## config.mk

```make
export PLATFORM = sky130hd
export DESIGN_NAME = otp_sfdp_main
export DESIGN_NICKNAME = d
export VERILOG_FILES = /design/src/otp_sfdp_pkg.sv /design/src/pin_sync.sv /design/src/otp_sfdp_main.sv
export VERILOG_INCLUDE_DIRS = /design/src
export SDC_FILE = /design/constraint.sdc
export NUM_CORES = 1
export LEC_CHECK = 0
export BUFFER_PORTS_ARGS = -buffer_cell sky130_fd_sc_hd__buf_2
export CELL_PAD_IN_SITES_DETAIL_PLACEMENT = 0
export CELL_PAD_IN_SITES_GLOBAL_PLACEMENT = 1
export CORE_MARGIN = 5
export CORE_UTILIZATION = 48
export CTS_CLUSTER_SIZE = 10
export DETAILED_ROUTE_END_ITERATION = 8
export PLACE_DENSITY_LB_ADDON = 0.1
export SYNTH_ARGS = -nofsm -noshare
export SYNTH_HDL_FRONTEND = slang
export SYNTH_SLANG_ARGS = --single-unit
```

## constraint.sdc

```tcl
create_clock -name clk -period 2.95 [get_ports clk]
set_input_delay 0.1475 -clock clk [delete_from_list [all_inputs] [get_ports clk]]
set_output_delay 0.1475 -clock clk [all_outputs]
set_load 0.005 [all_outputs]
```

## src/otp_sfdp_regs.svh

```systemverilog
`ifndef OTP_SFDP_REGS_SVH
`define OTP_SFDP_REGS_SVH

// ==========================================================================
// Opcodes
// ==========================================================================
`define OP_TABLE_READ     8'h5A
`define OP_SECURITY_WRITE 8'h2F

// ==========================================================================
// Command framing
// ==========================================================================
`define ADDR_BYTES_LAST   2'h2
`define BIT_LAST          3'h7
`define BIT_FIRST         3'h0

// ==========================================================================
// Security register layout
// ==========================================================================
`define SEC_FACTORY_BIT   0
`define SEC_LOCKDOWN_BIT  1
`define SEC_RESERVED_VAL  6'h00
`define SEC_RESET_VAL     8'h00

// ==========================================================================
// Discovery table addresses
// ==========================================================================
`define TA_SIG0           8'h00
`define TA_SIG1           8'h01
`define TA_SIG2           8'h02
`define TA_SIG3           8'h03
`define TA_MINOR          8'h04
`define TA_MAJOR          8'h05
`define TA_NUM_HDR        8'h06
`define TA_H0_ID          8'h08
`define TA_H0_MINOR       8'h09
`define TA_H0_MAJOR       8'h0A
`define TA_H0_LEN         8'h0B
`define TA_H0_PTR0        8'h0C
`define TA_H0_PTR1        8'h0D
`define TA_H0_PTR2        8'h0E
`define TA_H1_ID          8'h10
`define TA_H1_MINOR       8'h11
`define TA_H1_MAJOR       8'h12
`define TA_H1_LEN         8'h13
`define TA_H1_PTR0        8'h14
`define TA_H1_PTR1        8'h15
`define TA_H1_PTR2        8'h16
`define TA_STD_B0         8'h30
`define TA_STD_B1         8'h31
`define TA_STD_B2         8'h32

// ==========================================================================
// Discovery table contents
// ==========================================================================
`define TV_SIG0           8'h53
`define TV_SIG1           8'h46
`define TV_SIG2           8'h44
`define TV_SIG3           8'h50
`define TV_REV_MINOR      8'h00
`define TV_REV_MAJOR      8'h01
`define TV_NUM_HDR        8'h01
`define TV_STD_ID         8'h00
`define TV_STD_LEN        8'h09
`define TV_VND_LEN        8'h04
`define TV_STD_PTR        8'h30
`define TV_VND_PTR        8'h60
`define TV_PTR_HIGH       8'h00
`define TV_UNUSED         8'hFF
`define TV_ERASE_4K       2'h1
`define TV_GRAN_64        1'h1
`define TV_VOL_STATUS     2'h0
`define TV_FIXED_ONES     3'h7
`define TV_ERASE_OPCODE   8'h20
`define TV_DUAL_OUT       1'h1
`define TV_ADDR_3BYTE     2'h0
`define TV_NO_OTHER_READS 4'h0
`define TV_B2_UNUSED      1'h1

`endif

```

## src/otp_sfdp_pkg.sv

```systemverilog
package otp_sfdp_pkg;

   typedef enum logic [5:0] {
      st_idle   = 6'h01,
      st_opcode = 6'h02,
      st_addr   = 6'h04,
      st_dummy  = 6'h08,
      st_data   = 6'h10,
      st_ignore = 6'h20
   } state_type;

endpackage

```

## src/pin_sync.sv

```systemverilog
// ==========================================================================
// Three-stage pin synchroniser with agreement filter
// ==========================================================================
module pin_sync #(
   parameter logic RESET_VAL = 1'b0
) (
   input  wire logic clk,
   input  wire logic rst_b,
   input  wire logic pin,
   output logic      level,
   output logic      rise,
   output logic      fall
);

   logic s1_ff;
   logic s2_ff;
   logic s3_ff;
   logic level_ff;
   logic nxt_level;
   logic agree;

   // The first stage feeds only the second; the change is accepted when stages two and three agree.
   always_comb begin
      agree     = (s2_ff == s3_ff);
      nxt_level = agree ? s3_ff : level_ff;
      rise      = agree && s3_ff && !level_ff;
      fall      = agree && !s3_ff && level_ff;
   end

   always_ff @(posedge clk or negedge rst_b) begin
      if (!rst_b) begin
         s1_ff    <= RESET_VAL;
         s2_ff    <= RESET_VAL;
         s3_ff    <= RESET_VAL;
         level_ff <= RESET_VAL;
      end else begin
         s1_ff    <= pin;
         s2_ff    <= s1_ff;
         s3_ff    <= s2_ff;
         level_ff <= nxt_level;
      end
   end

   assign level = level_ff;

endmodule

```

## src/otp_sfdp_main.sv

```systemverilog
// Notes on behaviour
// - Security register write needs no prior write-latch-set command.
// - Security register write changes only the lockdown bit, bit 1.
// - Once lockdown bit is 1, all further OTP area updates are refused.
// - Security write executes only if chip select rises right after the eighth opcode bit, with no further clocks.
// - Table read: opcode 5Ah, three address bytes, one dummy byte, then data.
// - Chip select rising during data out stops output drive at once.
// - Bytes 04h and 05h return revision 00h and 01h.
// - Byte 06h returns 01h, meaning two parameter headers.
// - First header: ID 00h at 08h, revision 1.0 at 09h and 0Ah.
// - Length bytes: 09h at 0Bh, 04h at 13h, in 32-bit words.
// - Bytes 0Ch-0Eh hold standard table pointer 30h, 00h, 00h.
// - Second header: vendor code at 10h, pointer 60h,00h,00h at 14h-16h.
// - Byte 30h returns E5h (uniform 4KB erase); byte 31h returns 20h.
// - Bit 2 of byte 30h reads 1: write granularity 64 bytes or more.
// - Bits 3 and 4 of byte 30h read 0: nonvolatile status bits.
// - Bits 7:5 of byte 30h always read 111b.
// - Bit 16 of first standard word reads 1: dual output fast read.
// - Bits 18:17 of first standard word read 00b: three-byte addressing.
// - Ignore security write during OTP access; after lockdown only reads.
// - Security bit 0 reports factory lock state.
`include "otp_sfdp_regs.svh"

module otp_sfdp_main #(
   parameter logic [7:0] VENDOR_CODE     = 8'h5D, // Arbitrary vendor code value.
   parameter logic [7:0] SEC_WRITE_OP    = `OP_SECURITY_WRITE
) (
   input  wire logic       clk,
   input  wire logic       rst_b,
   input  wire logic       cs_b,
   input  wire logic       sclk,
   input  wire logic       si,
   input  wire logic       factory_lock,
   input  wire logic       otp_access,
   output logic            so,
   output logic            so_oe_b,
   output logic [7:0]      security_reg,
   output logic            otp_update_allow,
   output logic            read_only_mode,
   output logic            sec_write_reject
);

   // ========================================================================
   // Table contents
   // ========================================================================
   function automatic logic [7:0] table_byte(input logic [23:0] a);
      logic [7:0] v;
      v = `TV_UNUSED;
      // Everything above the first page of the table is unused.
      if (a[23:8] == 16'h0000) begin
         unique case (a[7:0])
            `TA_SIG0:     v = `TV_SIG0;
            `TA_SIG1:     v = `TV_SIG1;
            `TA_SIG2:     v = `TV_SIG2;
            `TA_SIG3:     v = `TV_SIG3;
            `TA_MINOR:    v = `TV_REV_MINOR;
            `TA_MAJOR:    v = `TV_REV_MAJOR;
            `TA_NUM_HDR:  v = `TV_NUM_HDR;
            `TA_H0_ID:    v = `TV_STD_ID;
            `TA_H0_MINOR: v = `TV_REV_MINOR;
            `TA_H0_MAJOR: v = `TV_REV_MAJOR;
            `TA_H0_LEN:   v = `TV_STD_LEN;
            `TA_H0_PTR0:  v = `TV_STD_PTR;
            `TA_H0_PTR1:  v = `TV_PTR_HIGH;
            `TA_H0_PTR2:  v = `TV_PTR_HIGH;
            `TA_H1_ID:    v = VENDOR_CODE;
            `TA_H1_MINOR: v = `TV_REV_MINOR;
            `TA_H1_MAJOR: v = `TV_REV_MAJOR;
            `TA_H1_LEN:   v = `TV_VND_LEN;
            `TA_H1_PTR0:  v = `TV_VND_PTR;
            `TA_H1_PTR1:  v = `TV_PTR_HIGH;
            `TA_H1_PTR2:  v = `TV_PTR_HIGH;
            // Fixed ones, volatile-status bits, granularity, erase size.
            `TA_STD_B0:   v = {`TV_FIXED_ONES, `TV_VOL_STATUS, `TV_GRAN_64, `TV_ERASE_4K};
            `TA_STD_B1:   v = `TV_ERASE_OPCODE;
            `TA_STD_B2:   v = {`TV_B2_UNUSED, `TV_NO_OTHER_READS, `TV_ADDR_3BYTE, `TV_DUAL_OUT};
            default:      v = `TV_UNUSED;
         endcase
      end
      return v;
   endfunction

   // ========================================================================
   // Pin synchronisers
   // ========================================================================
   // Each pin passes three flops, so its edges are seen three to four clocks late;
   // every link clock phase must therefore last at least four clocks.
   logic cs_lvl;
   logic cs_rise;
   logic cs_fall;
   logic sclk_rise;
   logic sclk_fall;
   logic si_lvl;
   logic fl_lvl;

   pin_sync #(.RESET_VAL(1'b1)) u_cs (
      .clk   (clk),
      .rst_b (rst_b),
      .pin   (cs_b),
      .level (cs_lvl),
      .rise  (cs_rise),
      .fall  (cs_fall)
   );

   pin_sync #(.RESET_VAL(1'b0)) u_sclk (
      .clk   (clk),
      .rst_b (rst_b),
      .pin   (sclk),
      .level (),
      .rise  (sclk_rise),
      .fall  (sclk_fall)
   );

   pin_sync #(.RESET_VAL(1'b0)) u_si (
      .clk   (clk),
      .rst_b (rst_b),
      .pin   (si),
      .level (si_lvl),
      .rise  (),
      .fall  ()
   );

   pin_sync #(.RESET_VAL(1'b0)) u_fl (
      .clk   (clk),
      .rst_b (rst_b),
      .pin   (factory_lock),
      .level (fl_lvl),
      .rise  (),
      .fall  ()
   );

   // ========================================================================
   // Command state
   // ========================================================================
   otp_sfdp_pkg::state_type state_ff;
   otp_sfdp_pkg::state_type nxt_state;
   logic [2:0]  bit_cnt_ff;
   logic [2:0]  nxt_bit_cnt;
   logic [1:0]  byte_cnt_ff;
   logic [1:0]  nxt_byte_cnt;
   logic [7:0]  in_ff;
   logic [7:0]  nxt_in;
   logic [23:0] addr_ff;
   logic [23:0] nxt_addr;
   logic [7:0]  out_ff;
   logic [7:0]  nxt_out;
   logic [2:0]  out_cnt_ff;
   logic [2:0]  nxt_out_cnt;
   logic        armed_ff;
   logic        nxt_armed;
   logic        lock_ff;
   logic        nxt_lock;
   logic        fact_ff;
   logic        nxt_fact;
   logic        so_ff;
   logic        nxt_so;
   logic        oe_b_ff;
   logic        nxt_oe_b;
   logic        reject_ff;
   logic        nxt_reject;
   logic        allow_ff;
   logic        nxt_allow;
   logic [7:0]  shift_in;

   // Unknown opcodes park in the ignore state until select rises, so later bits
   // of the same frame can never be mistaken for a new command.
   always_comb begin
      nxt_state    = state_ff;
      nxt_bit_cnt  = bit_cnt_ff;
      nxt_byte_cnt = byte_cnt_ff;
      nxt_in       = in_ff;
      nxt_addr     = addr_ff;
      nxt_out      = out_ff;
      nxt_out_cnt  = out_cnt_ff;
      nxt_armed    = armed_ff;
      nxt_lock     = lock_ff;
      nxt_so       = so_ff;
      nxt_oe_b     = oe_b_ff;
      nxt_reject   = 1'b0;
      nxt_fact     = fl_lvl;
      shift_in     = {in_ff[6:0], si_lvl};
      if (cs_fall) begin
         // A new select always starts a fresh command with the output released.
         nxt_state   = otp_sfdp_pkg::st_opcode;
         nxt_bit_cnt = `BIT_FIRST;
         nxt_armed   = 1'b0;
         nxt_oe_b    = 1'b1;
      end else if (cs_rise) begin
         nxt_state = otp_sfdp_pkg::st_idle;
         nxt_oe_b  = 1'b1;
         nxt_armed = 1'b0;
         // A stray clock after the opcode clears the arm, so a late select rise is refused.
         if (armed_ff && bit_cnt_ff == `BIT_FIRST) begin
            if (otp_access) begin
               nxt_reject = 1'b1;
            end else begin
               nxt_lock = 1'b1;
            end
         end
      end else if (!cs_lvl && sclk_rise && state_ff != otp_sfdp_pkg::st_idle) begin
         nxt_in      = shift_in;
         nxt_bit_cnt = bit_cnt_ff + 3'h1;
         nxt_armed   = 1'b0;
         if (bit_cnt_ff == `BIT_LAST) begin
            unique case (state_ff)
               otp_sfdp_pkg::st_opcode: begin
                  if (shift_in == `OP_TABLE_READ) begin
                     nxt_state    = otp_sfdp_pkg::st_addr;
                     nxt_byte_cnt = 2'h0;
                  end else begin
                     nxt_state = otp_sfdp_pkg::st_ignore;
                     // Once locked, a repeat write has nothing left to change.
                     nxt_armed = (shift_in == SEC_WRITE_OP) && !lock_ff;
                  end
               end
               otp_sfdp_pkg::st_addr: begin
                  // Address bytes arrive high byte first and shift up.
                  nxt_addr     = {addr_ff[15:0], shift_in};
                  nxt_byte_cnt = byte_cnt_ff + 2'h1;
                  if (byte_cnt_ff == `ADDR_BYTES_LAST) begin
                     nxt_state = otp_sfdp_pkg::st_dummy;
                  end
               end
               otp_sfdp_pkg::st_dummy: begin
                  nxt_state   = otp_sfdp_pkg::st_data;
                  nxt_out     = table_byte(addr_ff);
                  nxt_out_cnt = `BIT_FIRST;
               end
               otp_sfdp_pkg::st_data: begin
                  nxt_state = otp_sfdp_pkg::st_data;
               end
               otp_sfdp_pkg::st_ignore: begin
                  nxt_state = otp_sfdp_pkg::st_ignore;
               end
               otp_sfdp_pkg::st_idle: begin
                  nxt_state = otp_sfdp_pkg::st_idle;
               end
            endcase
         end
      end else if (!cs_lvl && sclk_fall && state_ff == otp_sfdp_pkg::st_data) begin
         // Data leaves on the falling edge so the host can sample on the rising one.
         nxt_so      = out_ff[7];
         nxt_oe_b    = 1'b0;
         // Ones fill from the right and never reach the pin before the next reload.
         nxt_out     = {out_ff[6:0], 1'b1};
         nxt_out_cnt = out_cnt_ff + 3'h1;
         if (out_cnt_ff == `BIT_LAST) begin
            nxt_addr = addr_ff + 24'h000001;
            nxt_out  = table_byte(addr_ff + 24'h000001);
         end
      end
      // Lockdown never clears, so this copy tracks it exactly and keeps the output flop-driven.
      nxt_allow = !nxt_lock;
   end

   always_ff @(posedge clk or negedge rst_b) begin
      if (!rst_b) begin
         state_ff    <= otp_sfdp_pkg::st_idle;
         bit_cnt_ff  <= `BIT_FIRST;
         byte_cnt_ff <= 2'h0;
         in_ff       <= 8'h00;
         addr_ff     <= 24'h000000;
         out_ff      <= 8'hFF;
         out_cnt_ff  <= `BIT_FIRST;
         armed_ff    <= 1'b0;
         lock_ff     <= 1'b0;
         fact_ff     <= 1'b0;
         so_ff       <= 1'b0;
         oe_b_ff     <= 1'b1;
         reject_ff   <= 1'b0;
         allow_ff    <= 1'b1;
      end else begin
         state_ff    <= nxt_state;
         bit_cnt_ff  <= nxt_bit_cnt;
         byte_cnt_ff <= nxt_byte_cnt;
         in_ff       <= nxt_in;
         addr_ff     <= nxt_addr;
         out_ff      <= nxt_out;
         out_cnt_ff  <= nxt_out_cnt;
         armed_ff    <= nxt_armed;
         lock_ff     <= nxt_lock;
         fact_ff     <= nxt_fact;
         so_ff       <= nxt_so;
         oe_b_ff     <= nxt_oe_b;
         reject_ff   <= nxt_reject;
         allow_ff    <= nxt_allow;
      end
   end

   // ========================================================================
   // Outputs
   // ========================================================================
   // The lockdown bit is held here only; a real part would back it with nonvolatile storage.
   assign so               = so_ff;
   assign so_oe_b          = oe_b_ff;
   // Bits 7:2 are reserved and always read as zero.
   assign security_reg     = {`SEC_RESERVED_VAL, lock_ff, fact_ff};
   assign otp_update_allow = allow_ff;
   assign read_only_mode   = lock_ff;
   assign sec_write_reject = reject_ff;

endmodule

```

==> results.ini, run 1 <==
[outcome]
status=completed

[floorplan]
start_util_pct=48.58
die_y_microns=114.3
rows=38
dieArea_sq_um=13060
die_width_microns=114.3
core-area_sq_um=10750
ios=20

[critical_path]
cp-start-kind=flop
crit_type=flop to flop
critPathCaptureType=flop
worst_ep_arrival_time_ps=3060
required_ps=3240
critPathMaxFanout=10

[clock_network]
cts.sinks=76
htree_levels=3
clk_latency_ps=370
clkSlewWorstSetupHoldPaths_ps=90
clockBufferDepth=2
clockRootBuffer=clkbuf_8
cts_tree=yes
cts_buffers=9
post_cts_buffers=0

[sta]
timing.final.crit_share_pct=93.93
finalHoldViolations=0
worst_pin_slew_ps=978.5
maxSlewViolCount=0
fin_setup_tns_ps=0
period_needed_ps=2771
fin_skew_ps=10.38
setup_violations=0
rsz0062_at_grt=no
fmax_mhz=360.9
maxSlewHeadroom_pct=34.76

[detailed_routing]
firstDrtPassIters=5
vias=4790
drt.antenna.violating_nets=0
via_per_inst=6.117
drt_iter0_markers=320
drt_wl_total_mm=14.36
routedWlPerCell_microns=18.34
drc=0

[place]
gp_congestion=0.8929
portBuffers=13
hpwl_mm=10.22

[finish]
utilization_pct=53.92
area_delta_synth_final_pct=11.00
n_antenna_cell=0
drive_gt1_share_pct=18.97
final_common_cell=nor2_1
final_cell_mix=nor2_1, dfrtp_1, a21oi_1
final_nets=664

[yosys]
synth.cell_area_sq_um=5220
yosysWarnings=0
syn_inst=613
synth-compound-area-share_pct=21.67
synthAdderAreaFrac_pct=4.938
synth_cell_types=76
synth_mux_area_share_pct=4.147
synthSimpleGateAreaFrac_pct=22.67
synthXorXnorAreaFrac_pct=1.678
synth_edf_count=0
synthArstFlopShare_pct=100.0
synth.avg_cell_area_sq_um=8.516
synth_top_family_by_area=simple AND/OR/NAND/NOR gates
synthDominantCellAreaShare_pct=29.24
synth.area.top_cells=dfrtp_1, dfstp_2, a21oi_1, o21ai_0, ha_1
ys.flop_type=dfrtp_1
synth_seq_cells=76
ys_seq_area_share_pct=36.79
synth_top_area_cell=dfrtp_1

[worst_hold_path]
min-delay-path-class=flop to flop

[grt]
first_global_vias=4719
grtUsageTotal_pct=23.15
grt_max_degree=77
grt_overflow_total=0
antenna_found_initial=0
grt_pass1_wl_mm=24.18

[power]
leakage_nw=2.432
ir_worst_vdd_v=0.0003686
power_density_nw_per_um2=379.4

[run]
max_cap_viol_count=0

==> path summary, 6_finish.rpt <==
path,from,cells after the start,endpoint,slack (ps)
worst max-delay path,addr_ff[0]$_DFFE_PN0P_,8,out_ff[0]$_DFFE_PN1P_,180
worst min-delay path,u_fl.s1_ff$_DFF_PN0_,0,u_fl.s2_ff$_DFF_PN0_,350
worst max register to register,addr_ff[0]$_DFFE_PN0P_,8,out_ff[0]$_DFFE_PN1P_,180
worst min register to register,u_fl.s1_ff$_DFF_PN0_,0,u_fl.s2_ff$_DFF_PN0_,350
max in group asynchronous,rst_b,2,addr_ff[12]$_DFFE_PN0P_,1830
min in group asynchronous,rst_b,2,addr_ff[20]$_DFFE_PN0P_,450
==> synthesized netlist by cell type (all sizes together), types with 3 or more instances <==
library cell	n
a2111oi	4
a211oi	7
a21boi	3
a21oi	57
a22o	4
a31oi	14
a41oi	3
and3	7
buf	29
clkbuf	27
dfrtp	61
dfstp	15
ha	19
inv	21
mux2	7
mux2i	7
mux4	3
nand2	48
nand2b	6
nand3	24
nand4	12
nand4b	3
nor2	63
nor2b	5
nor3	20
nor3b	4
nor4	8
nor4bb	3
o21ai	51
o22a	6
o22ai	7
o311ai	5
o31ai	5
or2	5
or3	8
xnor2	8
==> sequential cells by signal (all words and copies together), names as in the netlist, 2 cells and up <==
| name | cells |
|---|---|
| addr_ff | 24 |
| out_ff | 8 |
| in_ff | 7 |
| state_ff | 6 |
| bit_cnt_ff | 3 |
| out_cnt_ff | 3 |
| byte_cnt_ff | 2 |
==> cells by family (layout without fill, tap and decap cells) <==
kind of cell	Yosys count	count (layout)
simple gates	227	227
mux	17	17
flops	76	76
compound gates	183	183
buf+inv	78	103
other cells	1	6
fa+ha+maj	21	21
xor+xnor	10	10
==> critical path, cell delays in order (launching register included) <==
cell,delay [ps]
dfrtp_1,360
buf_4,190
nand3_1,260
or3_1,440
a21oi_1,140
o21ai_0,100
or4_4,590
a2111oi_1,470
o21ai_1,130
==> where the power goes <==
| group | internal [mW] | total [mW] | switching (mW) |
|---|---|---|---|
| sequential | 1.11 | 1.17 | 0.0657 |
| clock | 0.362 | 0.790 | 0.428 |
| combinational | 0.100 | 0.234 | 0.133 |
| total | 1.57 | 2.20 | 0.627 |
==> cell type report <==
| cell class | instances | area, sq um |
|---|---|---|
| multi-input cells | 464 | 2923 |
| clock inverters | 5 | 42.54 |
| inverters | 22 | 82.58 |
| well taps | 140 | 175.2 |
| clock buffers | 11 | 151.4 |
| repair buffers | 65 | 498.0 |
| flip-flops and latches | 76 | 1922 |
| fillers | 1052 | 4951 |
==> per-layer routing <==
metal  vias up  wire length, microns  track usage, %
met4         0                   322           9.897
li1       2280                     -               -
met3        27                   826           4.070
met1      2332                  6486           31.87
met5         -                     0               0
met2       151                  6729           35.95
==> stage by stage <==
| step | instances | hold slack [ps] | power, mW | instance area, sq um | worst slack [ps] |
|---|---|---|---|---|---|
| global route | 783 | 367.6 | 2.321 | 5794 | 2.076 |
| CTS | 783 | 358.3 | 2.230 | 5781 | 169.0 |
| floorplan | 618 | -148.1 | 1.341 | 5239 | 311.5 |
| detailed placement | 761 | 257.2 | 1.424 | 5527 | 181.5 |
| global placement | 761 | 254.9 | 1.412 | 5527 | 323.7 |
| finish | 783 | 354.3 | 2.198 | 5794 | 178.9 |
==> repair_timing <==
item                                    4_1_cts  5_1_grt
resized for setup                             0        5
endpoints found under the hold margin        66        0
endpoints found under the setup margin        0        3
hold buffers                                  6        0
(Power assumes the default switching activity.)
==> run 2: changes to the inputs <==
--- a/config.mk
+++ b/config.mk
@@ -7,9 +7,10 @@
 export NUM_CORES = 1
 export LEC_CHECK = 0
+export ABC_AREA = 1
 export BUFFER_PORTS_ARGS = -buffer_cell sky130_fd_sc_hd__buf_2
 export CELL_PAD_IN_SITES_DETAIL_PLACEMENT = 0
 export CELL_PAD_IN_SITES_GLOBAL_PLACEMENT = 1
 export CORE_MARGIN = 5
-export CORE_UTILIZATION = 48
+export CORE_UTILIZATION = 47
 export CTS_CLUSTER_SIZE = 10
 export DETAILED_ROUTE_END_ITERATION = 8
==> constraint.sdc (replaced) <==
create_clock -name clk -period 2.95 [get_ports clk]
set_input_delay 0.1475 -clock clk [delete_from_list [all_inputs] [get_ports clk]]
set_output_delay 0.1475 -clock clk [all_outputs]
set_load 0.01 [all_outputs]
==> results.ini, run 2 <==
[detailed_routing]
drc=0
via_per_inst=5.294
drt_wl_total_mm=13.25
vias=4622
drt_iter0_markers=288
met3WireLength_microns=497
firstDrtPassIters=5
m1WireLength_mm=6.376
drt.antenna.violating_nets=0
routedWlPerCell_microns=15.18
met2_length_mm=6.171
top_layer=met4

[critical_path]
cp.buffers_inverters=2
crit_type=flop to flop
slowest_stage=dfrtp_1
slowest_delay_ps=560
required_ps=3230
cp_top_family=adder cells
crit_top_cell=nand2_1
critPathMaxFanout=10
critPathCaptureType=flop
worstPathCellList=ha_2, inv_1, ha_1, inv_1, nand2_1, nand2_1, o21ai_0, nor2_1, o21ai_0, nor2_1, nor2_1, nand3_1, nand2_1, nand2_1, nand2_1, nand2_1
cp-start-kind=flop
worst_ep_arrival_time_ps=2890

[sta]
fmax_mhz=382.8
maxSlewViolCount=0
rsz0062_at_grt=no
fin_setup_tns_ps=0
finalHoldViolations=21
finalWorstSetupSlack_ps=337.4
setup_violations=0
hold_ws_ps=-36.40
fin_skew_ps=11.78
timing.final.crit_share_pct=88.56
maxSlewHeadroom_pct=33.25
period_needed_ps=2613
worst_pin_slew_ps=1001

[yosys]
ys.flop_type=dfrtp_1
yosysMostFrequentCell=nand2_1
synth_cell_types=53
synth_common_cells=nand2_1, inv_1, dfrtp_1, nor2_1, o21ai_0
synthSimpleGateAreaFrac_pct=34.15
synth_edf_count=0
synth_top_area_cell=dfrtp_1
synth_mux_area_share_pct=0
synth.area.top_cells=dfrtp_1, nand2_1, dfstp_2, inv_1, o21ai_0
yosysWarnings=0
synth.cell_area_sq_um=5283
synth_seq_cells=76
synth-compound-area-share_pct=13.22
synth_top_family_by_area=simple AND/OR/NAND/NOR gates
synthAdderAreaFrac_pct=4.879
synthDominantCellAreaShare_pct=28.90
synthArstFlopShare_pct=100.0
synth.avg_cell_area_sq_um=7.388
synthXorXnorAreaFrac_pct=1.966
syn_inst=715
ys_seq_area_share_pct=36.36

[floorplan]
start_util_pct=48.31
ios=20
core-area_sq_um=10940
die_width_microns=116.0
dieArea_sq_um=13460
rows=38
die_y_microns=116.0

[clock_network]
clockRootBuffer=clkbuf_16
cts.sinks=76
cts_tree=yes
clk_latency_ps=350
clockBufferDepth=2
clkSlewWorstSetupHoldPaths_ps=70
cts_buffers=9
htree_levels=3
post_cts_buffers=0

[worst_hold_path]
min-delay-path-class=primary input to asynchronous set/reset pin

[power]
power_frac_seq_pct=40.7
p_sw_share_pct=31.32
power_density_nw_per_um2=518.6
p_clk_share_pct=41.2
p_total_mw=2.997
pwr-share-comb_pct=18.0
switchingPower_uw=938.7
ir_worst_vdd_v=0.0003987
leakage_nw=2.848
internal-power_mw=2.058

[outcome]
violations=negative hold slack
status=finished, violations left

[finish]
final_cell_mix=nand2_1, inv_1, nor2_1, dfrtp_1, o21ai_0
final_cell_area_sq_um=5779
drive_gt1_share_pct=16.37
final_nets=754
n_fill_cell=1086
area_delta_synth_final_pct=9.403
reg_top3=addr_ff x24, out_ff x8, in_ff x7
largest_register_ffs=24
utilization_pct=52.85
top_register=addr_ff
final_common_cell=nand2_1
n_antenna_cell=0

[grt]
first_global_vias=4550
grt_pass1_wl_mm=22.48
grtUsageTotal_pct=21.41
grt_overflow_total=0
grt_max_degree=77
antenna_found_initial=0

[place]
preCtsSetupSlack_ps=286.2
hpwl_mm=9.821
gp_congestion=0.8705
dpl_cell_area_sq_um=5405
portBuffers=13

[run]
max_cap_viol_count=0

-- run 2: cell types whose count changed in the layout (fill, tap and decap cells not counted), sizes merged, moves of 13 or more --
| cell | previous run | this run |
|---|---|---|
| a21oi | 57 | 23 |
| a31oi | 14 | 1 |
| buf | 59 | 18 |
| inv | 23 | 83 |
| nand2 | 48 | 211 |
| nand3 | 24 | 44 |
| nor2 | 63 | 80 |
| nor3 | 20 | 6 |
| o21ai | 51 | 80 |
-- run 2: worst paths after layout --
check                      depth (start not counted)              startpoint  slack [ps]                         to
hold reg to reg                                    0  u_sclk.s1_ff$_DFF_PN0_         350     u_sclk.s2_ff$_DFF_PN0_
max in group asynchronous                          1                   rst_b        2340  out_cnt_ff[2]$_DFFE_PN0P_
setup reg to reg                                  16  addr_ff[1]$_DFFE_PN0P_         340      out_ff[2]$_DFFE_PN1P_
hold / removal                                     1                   rst_b         -40    addr_ff[18]$_DFFE_PN0P_
min in group clk                                   2              otp_access          20   read_only_mode$_DFF_PN0_
setup / recovery                                  16  addr_ff[1]$_DFFE_PN0P_         340      out_ff[2]$_DFFE_PN1P_
-- run 2: cell type report --
class	instances	area [sq um]	share of cell area [%]
Clock inverter	7	106.4	1.840
Timing Repair Buffer	22	145.1	2.511
Tap cell	140	175.2	3.031
Clock buffer	9	225.2	3.897
Inverter	84	317.8	5.499
Sequential cell	76	1921	33.23
Multi-Input combinational cell	535	2889	49.99
-- run 2: cell families after synthesis --
group                      count (synthesis)
DFF                                       76
and+or+nand+nor                          373
other                                      1
AOI/OAI and AO/OA                        124
xor gates and xnor gates                  11
adders and majority gates                 21
buffers and inverters                    109
-- run 2: timing repair --
item | in CTS | in global routing
endpoints found under the setup margin | 0 | 2
resized for setup | 0 | 1
endpoints found under the hold margin | 4 | 0
hold buffers | 4 | 0
-- run 2: layer usage --
metal | up-vias | GRT usage (%)
li1 | 2327 | -
met1 | 2188 | 29.21
met2 | 85 | 34.68
met3 | 22 | 4.700
met4 | 0 | 5.491
met5 | - | 0
-- run 2: power by group through the flow --
stage / combinational [mW] / sequential (mW) / clock, mW
2_1_floorplan: 0.395 / 1.20 / 0
3_3_place_gp: 0.527 / 1.24 / 0
3_5_place_dp: 0.530 / 1.24 / 0
4_1_cts: 0.539 / 1.22 / 1.26
5_1_grt: 0.616 / 1.23 / 1.32
6_report: 0.540 / 1.22 / 1.24
-- run 2: metrics by stage --
step / cells / hold WS (ps)
2_1_floorplan: 720 / -148.1
3_3_place_gp: 853 / 254.8
3_5_place_dp: 853 / 254.3
4_1_cts: 873 / 18.50
5_1_grt: 873 / 18.59
6_report: 873 / -36.40
